$ cat src/hdl/useq_pkg.sv
// package: microword field layout, sequencer opcodes, condition codes, address alu codes
package useq_pkg;
    // ------------------------------------------------------------
    // microword layout
    // ------------------------------------------------------------
    localparam int UW_W        = 66;
    localparam int SEQ_OP_LO   = 0;
    localparam int COND_LO     = 4;
    localparam int JADDR_LO    = 8;
    localparam int LIT_LO      = 4;
    localparam int DSEL_SEQ    = 20;
    localparam int AREG_LO     = 21;
    localparam int BREG_LO     = 25;
    localparam int SRC_LO      = 29;
    localparam int FUNC_LO     = 31;
    localparam int DEST_BIT    = 33;
    localparam int CIN_BIT     = 34;
    localparam int DSEL_ADR    = 35;
    localparam int UADDR_W     = 12;
    localparam int DATA_W      = 16;
    localparam int NREG        = 16;
    localparam int STACK_D     = 5;
    localparam logic [UADDR_W-1:0] UADDR_RST = 12'h000;
    localparam logic [DATA_W-1:0]  REG_RST   = 16'h0000;

    // ------------------------------------------------------------
    // sequencer operations
    // ------------------------------------------------------------
    typedef enum logic [3:0] {
        jump_to_address_null       = 4'h0,
        cond_call_pipeline         = 4'h1,
        jump_mapped                = 4'h2,
        cond_jump_pipeline         = 4'h3,
        push_cond_load             = 4'h4,
        cond_call_reg_or_pipe      = 4'h5,
        cond_jump_vector           = 4'h6,
        cond_jump_reg_or_pipe      = 4'h7,
        repeat_loop_counter_nonnull = 4'h8,
        repeat_pipe_counter_nonnull = 4'h9,
        cond_subroutine_return     = 4'ha,
        cond_jump_pipe_pop         = 4'hb,
        load_counter_and_advance   = 4'hc,
        loop_end_test              = 4'hd,
        advance_sequential         = 4'he,
        three_way_branch           = 4'hf
    } seq_op_e;

    // ------------------------------------------------------------
    // branch condition table (codes are a parameter choice)
    // ------------------------------------------------------------
    localparam logic [3:0] COND_ONE  = 4'h0;
    localparam logic [3:0] COND_ZERO = 4'h1;
    localparam logic [3:0] COND_SIGN = 4'h2;
    localparam logic [3:0] COND_CARRY = 4'h3;
    localparam logic [3:0] COND_OVERFLOW = 4'h4;
    localparam logic [3:0] COND_LEZ  = 4'h5;
    localparam int COND_INV_BIT = 3;

    // ------------------------------------------------------------
    // address alu codes
    // ------------------------------------------------------------
    localparam logic [1:0] SRC_AB  = 2'b00;
    localparam logic [1:0] SRC_DEXT_NULL = 2'b01;
    localparam logic [1:0] SRC_NULL_REGA = 2'b10;
    localparam logic [1:0] SRC_DEXT_REGA = 2'b11;
    localparam logic [1:0] FN_ADD  = 2'b00;
    localparam logic [1:0] FN_REV_SUB = 2'b01;
    localparam logic [1:0] FN_AND  = 2'b10;
    localparam logic [1:0] FN_OR   = 2'b11;

    typedef struct packed {
        logic zero;
        logic sign;
        logic carry;
        logic overflow;
    } alu_flags_s;

    typedef struct packed {
        logic [3:0]  a_sel;
        logic [3:0]  b_sel;
        logic [1:0]  src;
        logic [1:0]  func;
        logic        dest_wr;
        logic        cin;
        logic [15:0] dext;
    } adr_ctl_s;
endpackage

$ cat src/hdl/cond_select.sv
// branch condition multiplexer over data alu flags
`timescale 1ns/100ps
module cond_select (
    input  wire logic [3:0]          code,
    input  wire useq_pkg::alu_flags_s flags,
    output logic                     pass
);
    import useq_pkg::*;
    logic base;
    always_comb begin
        unique case (code[2:0])
            COND_ONE[2:0]:   base = 1'b1;
            COND_ZERO[2:0]:  base = flags.zero;
            COND_SIGN[2:0]:  base = flags.sign;
            COND_CARRY[2:0]: base = flags.carry;
            COND_OVERFLOW[2:0]: base = flags.overflow;
            COND_LEZ[2:0]:   base = flags.zero | (flags.sign ^ flags.overflow);
            default:         base = 1'b1;
        endcase
    end
    // upper bit inverts: nonzero, positive, no carry, no overflow, above zero
    assign pass = code[COND_INV_BIT] ? ~base : base;
endmodule // cond_select

$ cat src/hdl/addr_alu.sv
// sixteen-register address alu
`timescale 1ns/100ps
module addr_alu (
    input  wire logic                clk,
    input  wire logic                sys_rst,
    input  wire useq_pkg::adr_ctl_s  ctl,
    output logic [15:0]              y
);
    import useq_pkg::*;
    logic [15:0] regs [NREG];
    logic [15:0] ra, rb, r, s, f;
    logic [16:0] sum;

    assign ra = regs[ctl.a_sel];
    assign rb = regs[ctl.b_sel];

    always_comb begin
        unique case (ctl.src)
            SRC_AB: begin r = ra;       s = rb;    end
            SRC_DEXT_NULL: begin r = ctl.dext; s = '0;    end
            SRC_NULL_REGA: begin r = '0;       s = ra;    end
            SRC_DEXT_REGA: begin r = ctl.dext; s = ra;    end
        endcase
    end

    always_comb begin
        sum = '0;
        unique case (ctl.func)
            FN_ADD:  sum = {1'b0, r} + {1'b0, s} + {16'h0000, ctl.cin};
            FN_REV_SUB: sum = {1'b0, s} + {1'b0, ~r} + {16'h0000, ctl.cin};
            FN_AND:  sum = {1'b0, r & s};
            FN_OR:   sum = {1'b0, r | s};
        endcase
        f = sum[15:0];
    end

    // defaults (literal and zero, and) give zero and keep every register
    assign y = f;

    generate
        for (genvar i = 0; i < NREG; i++) begin : g_reg
            always_ff @(posedge clk or posedge sys_rst) begin
                if (sys_rst) begin
                    regs[i] <= REG_RST;
                end else if (ctl.dest_wr && ctl.b_sel == 4'(i)) begin
                    regs[i] <= f;
                end
            end
        end
    endgenerate
endmodule // addr_alu

$ cat src/hdl/microword_seq_addr_decode.sv
// microword decoder: sequencer and address generation fields
`timescale 1ns/100ps
module microword_seq_addr_decode (
    input  wire logic [useq_pkg::UW_W-1:0]    uword,
    input  wire logic                         clk,
    input  wire logic                         sys_rst,
    input  wire logic [15:0]                  data_y,
    input  wire useq_pkg::alu_flags_s         flags,
    input  wire logic [useq_pkg::UADDR_W-1:0] map_addr,
    input  wire logic [useq_pkg::UADDR_W-1:0] vector_addr,
    output logic [useq_pkg::UADDR_W-1:0]      next_uaddr,
    output logic [15:0]                       addr_y,
    output logic                              cond_pass,
    output logic [useq_pkg::UADDR_W-1:0]      loop_count,
    output logic [2:0]                        stack_depth
);
    import useq_pkg::*;
    // ------------------------------------------------------------
    // field split
    // ------------------------------------------------------------
    seq_op_e              op;
    logic [3:0]           cond_code;
    logic [UADDR_W-1:0]   seq_d;
    adr_ctl_s             actl;

    assign op        = seq_op_e'(uword[SEQ_OP_LO +: 4]);
    assign cond_code = uword[COND_LO +: 4];
    // bits 4-19 feed the address alu and the sequencer; microcode keeps them consistent
    assign seq_d = uword[DSEL_SEQ] ? data_y[UADDR_W-1:0]
                                   : uword[JADDR_LO +: UADDR_W];

    always_comb begin
        actl.a_sel   = uword[AREG_LO +: 4];
        actl.b_sel   = uword[BREG_LO +: 4];
        actl.src     = uword[SRC_LO +: 2];
        actl.func    = uword[FUNC_LO +: 2];
        actl.dest_wr = uword[DEST_BIT];
        actl.cin     = uword[CIN_BIT];
        actl.dext    = uword[DSEL_ADR] ? data_y : uword[LIT_LO +: DATA_W];
    end

    // ------------------------------------------------------------
    // condition test and address alu
    // ------------------------------------------------------------
    logic pass;
    cond_select u_cond (
        .code  (cond_code),
        .flags (flags),
        .pass  (pass)
    );
    assign cond_pass = pass;

    addr_alu u_aalu (
        .clk     (clk),
        .sys_rst (sys_rst),
        .ctl     (actl),
        .y       (addr_y)
    );

    // ------------------------------------------------------------
    // sequencer state
    // ------------------------------------------------------------
    logic [UADDR_W-1:0] upc;
    logic [UADDR_W-1:0] counter;
    logic [UADDR_W-1:0] stack [STACK_D];
    logic [2:0]         sp;
    logic [UADDR_W-1:0] tos;
    logic               cnt_zero;
    logic               do_push, do_pop, do_load, do_dec, do_clear;
    logic [UADDR_W-1:0] next_addr;

    assign tos      = (sp == 3'd0) ? '0 : stack[sp - 3'd1];
    assign cnt_zero = (counter == '0);

    always_comb begin
        next_addr = upc;
        do_push = 1'b0;
        do_pop = 1'b0;
        do_load = 1'b0;
        do_dec = 1'b0;
        do_clear = 1'b0;
        unique case (op)
            jump_to_address_null: begin
                next_addr = '0;
                do_clear = 1'b1;
            end
            cond_call_pipeline: begin
                if (pass) begin
                    next_addr = seq_d;
                    do_push = 1'b1;
                end
            end
            jump_mapped:      next_addr = map_addr;
            cond_jump_pipeline: begin
                if (pass) next_addr = seq_d;
            end
            push_cond_load: begin
                do_push = 1'b1;
                do_load = pass;
            end
            cond_call_reg_or_pipe: begin
                next_addr = pass ? seq_d : counter;
                do_push = 1'b1;
            end
            cond_jump_vector: begin
                if (pass) next_addr = vector_addr;
            end
            cond_jump_reg_or_pipe: next_addr = pass ? seq_d : counter;
            repeat_loop_counter_nonnull: begin
                if (!cnt_zero) begin
                    next_addr = tos;
                    do_dec = 1'b1;
                end else begin
                    do_pop = 1'b1;
                end
            end
            repeat_pipe_counter_nonnull: begin
                if (!cnt_zero) begin
                    next_addr = seq_d;
                    do_dec = 1'b1;
                end
            end
            cond_subroutine_return: begin
                if (pass) begin
                    next_addr = tos;
                    do_pop = 1'b1;
                end
            end
            cond_jump_pipe_pop: begin
                if (pass) begin
                    next_addr = seq_d;
                    do_pop = 1'b1;
                end
            end
            load_counter_and_advance: do_load = 1'b1;
            loop_end_test: begin
                if (pass) do_pop = 1'b1;
                else next_addr = tos;
            end
            advance_sequential: next_addr = upc;
            three_way_branch: begin
                if (pass) begin
                    do_pop = 1'b1;
                end else if (cnt_zero) begin
                    next_addr = seq_d;
                    do_pop = 1'b1;
                end else begin
                    next_addr = tos;
                    do_dec = 1'b1;
                end
            end
        endcase
    end

    assign next_uaddr  = next_addr;
    assign loop_count  = counter;
    assign stack_depth = sp;

    // ------------------------------------------------------------
    // sequencer registers
    // ------------------------------------------------------------
    always_ff @(posedge clk or posedge sys_rst) begin
        if (sys_rst) begin
            upc <= UADDR_RST;
        end else begin
            upc <= next_addr + 12'h001;
        end
    end

    always_ff @(posedge clk or posedge sys_rst) begin
        if (sys_rst) begin
            counter <= UADDR_RST;
        end else if (do_load) begin
            counter <= seq_d;
        end else if (do_dec) begin
            counter <= counter - 12'h001;
        end
    end

    // stack overflow keeps the top entry rewritten; depth saturates at five
    always_ff @(posedge clk or posedge sys_rst) begin
        if (sys_rst) begin
            sp <= 3'd0;
        end else if (do_clear) begin
            sp <= 3'd0;
        end else if (do_push && sp != 3'(STACK_D)) begin
            sp <= sp + 3'd1;
        end else if (do_pop && sp != 3'd0) begin
            sp <= sp - 3'd1;
        end
    end

    generate
        for (genvar i = 0; i < STACK_D; i++) begin : g_stk
            always_ff @(posedge clk or posedge sys_rst) begin
                if (sys_rst) begin
                    stack[i] <= UADDR_RST;
                end else if (do_push && (3'(i) == ((sp == 3'(STACK_D)) ? sp - 3'd1 : sp))) begin
                    stack[i] <= upc;
                end
            end
        end
    endgenerate
endmodule // microword_seq_addr_decode

$ cat config.mk
export PLATFORM = sky130hd
export DESIGN_NAME = microword_seq_addr_decode
export DESIGN_NICKNAME = d
export VERILOG_FILES = /design/src/hdl/useq_pkg.sv /design/src/hdl/cond_select.sv /design/src/hdl/addr_alu.sv /design/src/hdl/microword_seq_addr_decode.sv
export SDC_FILE = /design/constraint.sdc
export NUM_CORES = 1
export LEC_CHECK = 0
export BUFFER_PORTS_ARGS = -buffer_cell sky130_fd_sc_hd__clkbuf_2
export CAP_MARGIN = 20
export CORE_MARGIN = 5
export CORE_UTILIZATION = 40
export CTS_CLUSTER_SIZE = 20
export DETAILED_ROUTE_END_ITERATION = 12
export PLACE_DENSITY = 0.62
export SETUP_SLACK_MARGIN = 0.05
export SLEW_MARGIN = 20
export SYNTH_ARGS = -nofsm -noshare
export SYNTH_HDL_FRONTEND = slang
export SYNTH_SLANG_ARGS = --single-unit
$ cat constraint.sdc
create_clock -name clk -period 9.61 [get_ports clk]
set_clock_uncertainty 0.05 [all_clocks]
set_input_delay 0.961 -clock clk [delete_from_list [all_inputs] [get_ports clk]]
set_output_delay 0.961 -clock clk [all_outputs]
set_load 0.01 [all_outputs]
==> flow_summary.ini, run 1 <==
[place]
place.detailed.instances = 2926
hpwl_mm = 48.9
port_buffer_count = 125
gpl.final_weighted_congestion = 0.888
post-place-ws_ns = 2.04

[sta]
fin_crit_ns = 7.61
final_hold_viol_count = 0
tightestPinTransition_ns = 1.13
relative_slew_slack_pct = 24.4
finalSetupTns_ns = 0
achievable-frequency_mhz = 131
grt_setup_unrepaired = no
finalSetupViolations = 0
layout_worst_path_cycle_share_pct = 79.2
worst_hold_slack_ns = 0.447
final_max_slew_viol_count = 0
final.setup.worst_slack_ns = 2.00

[floorplanning]
initial_core_util_pct = 40.3
die_h_um = 245
fp-row-count = 86
fp.coreArea_um2 = 55000
top_level_ports = 156
die-width_um = 245
die_area_um2 = 60200

[setup_path]
peak_per_stage_delay_on_the_critical_path_ns = 0.86
timing.critical_path.fanout_max = 48
cp_data_arrival_time_ns = 6.60
setup.worst_path.start_class = primary input
worstRegToRegCells = 16
worst_setup_path_startpoint = uword[25]
cp_slowest_cell = a221oi_1
reg2reg_setup_slack_ns = 4.02
timing.critical_path.max_delay_family = compound AO/OA/AOI/OAI gates
worst_ep_required_ns = 8.60
crit_chain = buf_4, mux4_2, mux2_2, a21oi_1, o21ai_0, ha_1, a21o_1, a21oi_1, o21ai_0, a31oi_1, o41ai_1, nor2b_1, a31o_2, a221oi_1, clkbuf_2
reg2reg_from = u_aalu.regs[16]
worst-path-buf-inv = 2
critical_path.endpoint = addr_y[11]
setup.worst_path.class = in -> out
crit_cells = 15
worstSetupEndpointType = output pin
crit-reg2reg-capture = u_aalu.regs[223]

[job]
cap_violations = 0

[route]
met3_wl_mm = 5.68
post_drt_wl_per_cell_um = 24.0
overall_via_count_from_detail_route = 18100
vias_per_cell = 6.03
detailed_routing_wirelength_on_met1_mm = 31.2
uppermost_metal_layer_occupied_by_signal_nets = met4
drt-pass1-iter-count = 7
drt-initial-drc-count = 1879
detail_route.drc_violations = 0
routed_length_on_met2_mm = 33.2
postRouteAntennaNets = 0
drt-total-wl_mm = 71.9

[min_path]
hold_class = reg -> reg
number_of_cells_on_the_worst_hold_path = 2
timing.hold.worst.start = u_aalu.regs[147]

[clock_tree]
clock_transition_at_the_registers_of_the_reported_paths_ns = 0.06
cts_hold_buffers = 0
cts_tree = done
sink_count_of_the_clock_tree = 343
postCtsResizedCells = 0
clock-root-buffer = clkbuf_16
max-clock-path-buffers = 3
cts.repair_timing.setup_buffer_count = 0
cts_htree_levels = 2
cts_buffers = 38
clock_insertion_delay_worst_skew_ns = 0.56

[synth]
synth_edf_count = 0
synth.yosys.seq_area_share_pct = 38.8
synthesis.area_um2 = 22100
postSynthNetCount = 2340
dominantRegCellSynth = dfrtp_1
yosys_warnings = 0
synth.avg_cell_area_um2 = 10.2
synth-async-reset-ratio_pct = 100
ys_seq_elements = 343
post_synth_inst_count = 2171
synth_cell_types = 81

[global_route]
grt_pass1_vias = 18000
grt_start_max_net_pins = 202
grt_antenna_before_repair = 1
global_route_wire_length_before_repair_mm = 111
grt.overflow.total = 0
grt.total_usage_pct = 23.6

[final_layout]
synthToLayoutAreaGrowth_pct = 12.5
final_cell_count_no_fill = 2997
diodes = 0
commonest_non_fill_non_tap_cells_in_the_layout = 385 x nand2_1, 343 x dfrtp_1, 213 x o21ai_0
fin_nets = 2389
layout-drive-gt1-share_pct = 26.5
layout.cells.most_common = nand2_1

[pwr]
leakage_dissipation_nw = 11.0
overall_power_mw = 6.74
power_per_cell_area_nw_per_um2 = 270
irDropWorstVdd_uv = 118

[status]
status = finished clean
## tightest hold or removal path: cells and delay by family, from the launching register on
family	cells	cell delay (ns)
and+or+nand+nor	2	0.11
DFF	1	0.35
## state kept, by name (all words and copies together), names as in the netlist
signal	count
u_aalu.regs	256
stack	60
loop_count	12
upc	12
stack_depth	3
## cell families after synthesis
logic type	count (synthesis)	share of synthesized area (%)
and+or+nand+nor	653	12.9
AOI/OAI and AO/OA	496	13.9
muxes	356	25.9
DFF	343	38.8
buffers and inverters	243	4.22
adders and majority gates	57	3.36
xor gates and xnor gates	23	0.910
## how the worst min path moves through the flow
stage                       end  slack (ns)
3_3_place_gp    u_aalu.regs[53]        0.42
5_1_grt               stack[38]        0.46
3_5_place_dp    u_aalu.regs[54]        0.43
2_1_floorplan  u_aalu.regs[147]        0.41
6_report       u_aalu.regs[147]        0.45
4_1_cts        u_aalu.regs[208]        0.45
## routing by layer
layer	GRT usage [%]	vias up
met5	0	-
li1	-	8021
met2	37.3	740
met1	33.8	9189
met3	4.37	115
met4	6.16	0
## through the flow
step / instance area (um2) / utilization [%]
3_3_place_gp: 23500 / 42.7
2_1_floorplan: 22100 / -
4_1_cts: 24900 / 45.2
6_report: 24900 / 45.3
3_5_place_dp: 23500 / 42.8
5_1_grt: 24900 / 45.3
## report_power, final
part           switching, mW  total, mW  leakage, nW  internal (mW)
sequential             0.477       2.49         4.35           2.01
combinational           1.41       2.67         5.93           1.26
clock                  0.626       1.58        0.673          0.954
## final cells by class
| cell class | instances | area [um2] |
|---|---|---|
| inverters | 78 | 297 |
| clock inverters | 16 | 231 |
| flip-flops and latches | 343 | 8580 |
| repair buffers | 174 | 1080 |
| fillers | 5118 | 30100 |
| well taps | 748 | 936 |
| multi-input cells | 1585 | 12700 |
| clock buffers | 53 | 1120 |
## synthesized netlist by cell type (all sizes together) (17+ instances only)
cell type / instances / area share [%]
nand2: 385 / 6.5
dfrtp: 343 / 39
o21ai: 219 / 5.0
mux2: 165 / 8.4
mux4: 157 / 16
clkbuf: 131 / 2.2
nor2: 107 / 1.8
a21oi: 94 / 2.1
inv: 78 / 1.3
ha: 53 / 3.0
buf: 34 / 0.68
mux2i: 34 / 1.5
nand3: 29 / 0.66
nor3: 27 / 0.61
a22oi: 26 / 0.88
xnor2: 20 / 0.79
a31oi: 18 / 0.51
nor2b: 18 / 0.51
a22o: 17 / 0.67
Power figures use the tool's default switching activity.
==> run 2: changes to the inputs <==
==> constraint.sdc (replaced) <==
create_clock -name clk -period 6.64 [get_ports clk]
set_clock_uncertainty 0.05 [all_clocks]
set_input_delay 0.664 -clock clk [delete_from_list [all_inputs] [get_ports clk]]
set_output_delay 0.664 -clock clk [all_outputs]
set_load 0.01 [all_outputs]
==> run 2 against run 1 <==
Hold slack got worse by 0.28 ns. Critical endpoint is now addr_y[14]. Flip-flop and latch count did not move. Setup slack got worse by 1.7 ns. Largest power group unchanged. Die area did not move. Non-clock buffer count rose by 14. Clock power rose by 33%. Core utilization fell by 0.13 points. Total power rose by 43%. Register-to-register slack got worse by 2.6 ns. Via count rose by 1.1%.
==> flow_summary.ini, run 2 (synthesis gave the netlist of run 1 again) <==
[clock_tree]
cts_buffers = 38
sink_count_of_the_clock_tree = 343
clock_insertion_delay_worst_skew_ns = 0.58
postCtsResizedCells = 0
cts.repair_timing.setup_buffer_count = 0
cts_hold_buffers = 0
cts_tree = done
max-clock-path-buffers = 3
clock_transition_at_the_registers_of_the_reported_paths_ns = 0.06
clock-root-buffer = clkbuf_16
cts_htree_levels = 2

[sta]
grt_setup_unrepaired = yes
final_hold_viol_count = 0
achievable-frequency_mhz = 159
final_max_slew_viol_count = 0
layout_worst_path_cycle_share_pct = 94.9
tightestPinTransition_ns = 1.18
final.setup.worst_slack_ns = 0.338
fin_crit_ns = 6.30
finalSetupTns_ns = 0
relative_slew_slack_pct = 20.9
finalSetupViolations = 0

[setup_path]
worst-path-buf-inv = 3
crit_chain = mux4_2, mux4_2, nand2_1, o21ai_0, fa_1, fa_1, a21o_1, a21o_1, a21oi_1, o21ai_0, a31oi_1, nor4_1, a211oi_1, xnor2_1, o21ai_1, buf_4, inv_1, clkbuf_2
reg2reg_from = u_aalu.regs[192]
setup.worst_path.class = reg -> out
reg2reg_setup_slack_ns = 1.37
worst_ep_required_ns = 5.93
setup.worst_path.start_class = register
worst_setup_path_startpoint = u_aalu.regs[192]
cp_data_arrival_time_ns = 5.59
timing.critical_path.fanout_max = 4
crit_cells = 18
worstRegToRegCells = 18
crit-reg2reg-capture = u_aalu.regs[158]
worstSetupEndpointType = output pin
cp_slowest_cell = mux4_2
peak_per_stage_delay_on_the_critical_path_ns = 0.56
timing.critical_path.max_delay_family = compound AO/OA/AOI/OAI gates

[final_layout]
commonest_non_fill_non_tap_cells_in_the_layout = 385 x nand2_1, 343 x dfrtp_1, 213 x o21ai_0
largest_register_ffs = 256
layout.cells.most_common = nand2_1
top_register = u_aalu.regs
fin_nets = 2403
largestRegisters = u_aalu.regs (256), stack (60)
layout-drive-gt1-share_pct = 26.9
synthToLayoutAreaGrowth_pct = 12.2
diodes = 0

[route]
detail_route.drc_violations = 0
drt-total-wl_mm = 72.5
postRouteAntennaNets = 0
vias_per_cell = 6.07
overall_via_count_from_detail_route = 18300
post_drt_wl_per_cell_um = 24.1
drt-initial-drc-count = 1895
drt-pass1-iter-count = 7

[place]
port_buffer_count = 125
hpwl_mm = 50.1
post-place-ws_ns = 0.223
gpl.final_weighted_congestion = 0.941

[pwr]
leakage_dissipation_nw = 10.9
power_per_cell_area_nw_per_um2 = 387
irDropWorstVdd_uv = 205

[floorplanning]
fp.coreArea_um2 = 55000
die_h_um = 245
initial_core_util_pct = 40.3
die_area_um2 = 60200
top_level_ports = 156
die-width_um = 245
fp-row-count = 86

[global_route]
grt_start_max_net_pins = 83
grt_pass1_vias = 18100
grt.total_usage_pct = 23.7
global_route.peak_usage_layer = met2
global_route_wire_length_before_repair_mm = 111
use_met3_pct = 4.44
grt.overflow.total = 0
grt_antenna_before_repair = 1
met2_track_demand_over_resource_in_global_routing_pct = 36.8
gr-usage-met1_pct = 33.9

[status]
status = finished clean

[job]
cap_violations = 0

[min_path]
hold_class = in -> async
-- run 2: stage by stage --
step / cells / hold WS (ns) / area, um2 / power [mW] / util (%)
6_report: 3007 / 0.165 / 24800 / 9.62 / 45.2
5_1_grt: 3007 / 0.191 / 24800 / 10.2 / 45.2
4_1_cts: 3007 / 0.148 / 24800 / 9.60 / 45.1
3_5_place_dp: 2942 / 0.435 / 23600 / 7.48 / 42.9
3_3_place_gp: 2942 / 0.421 / 23600 / 7.29 / 42.9
2_1_floorplan: 2171 / 0.408 / 22100 / 6.20 / -
-- run 2: worst max-delay path by stage --
stage	slack, ns	to
after floorplan	0.18	addr_y[14]
after global placement	0.19	addr_y[15]
after detailed placement	0.22	addr_y[15]
after CTS	0.18	addr_y[15]
after global routing	0.04	addr_y[15]
final	0.34	addr_y[14]
-- run 2: per-layer routing --
layer  vias up  share of wire [%]  wire length (um)
met5         -              0.018                13
met4         2                3.2              2320
met3       142                8.0              5790
met2       834                 45             32900
met1      9233                 43             31500
li1       8046                  -                 -
-- run 2: where the power goes --
group	total, mW	internal (mW)	switching (mW)
Combinational	3.92	1.85	2.07
Sequential	3.60	2.91	0.691
Clock	2.10	1.19	0.906
Total	9.62	5.96	3.66
-- run 2: final cells by class --
class,count,area [um2]
fillers,5081,30100
well taps,748,936
multi-input cells,1585,12700
clock buffers,53,1130
clock inverters,12,101
inverters,78,297
flip-flops and latches,343,8580
repair buffers,188,1130
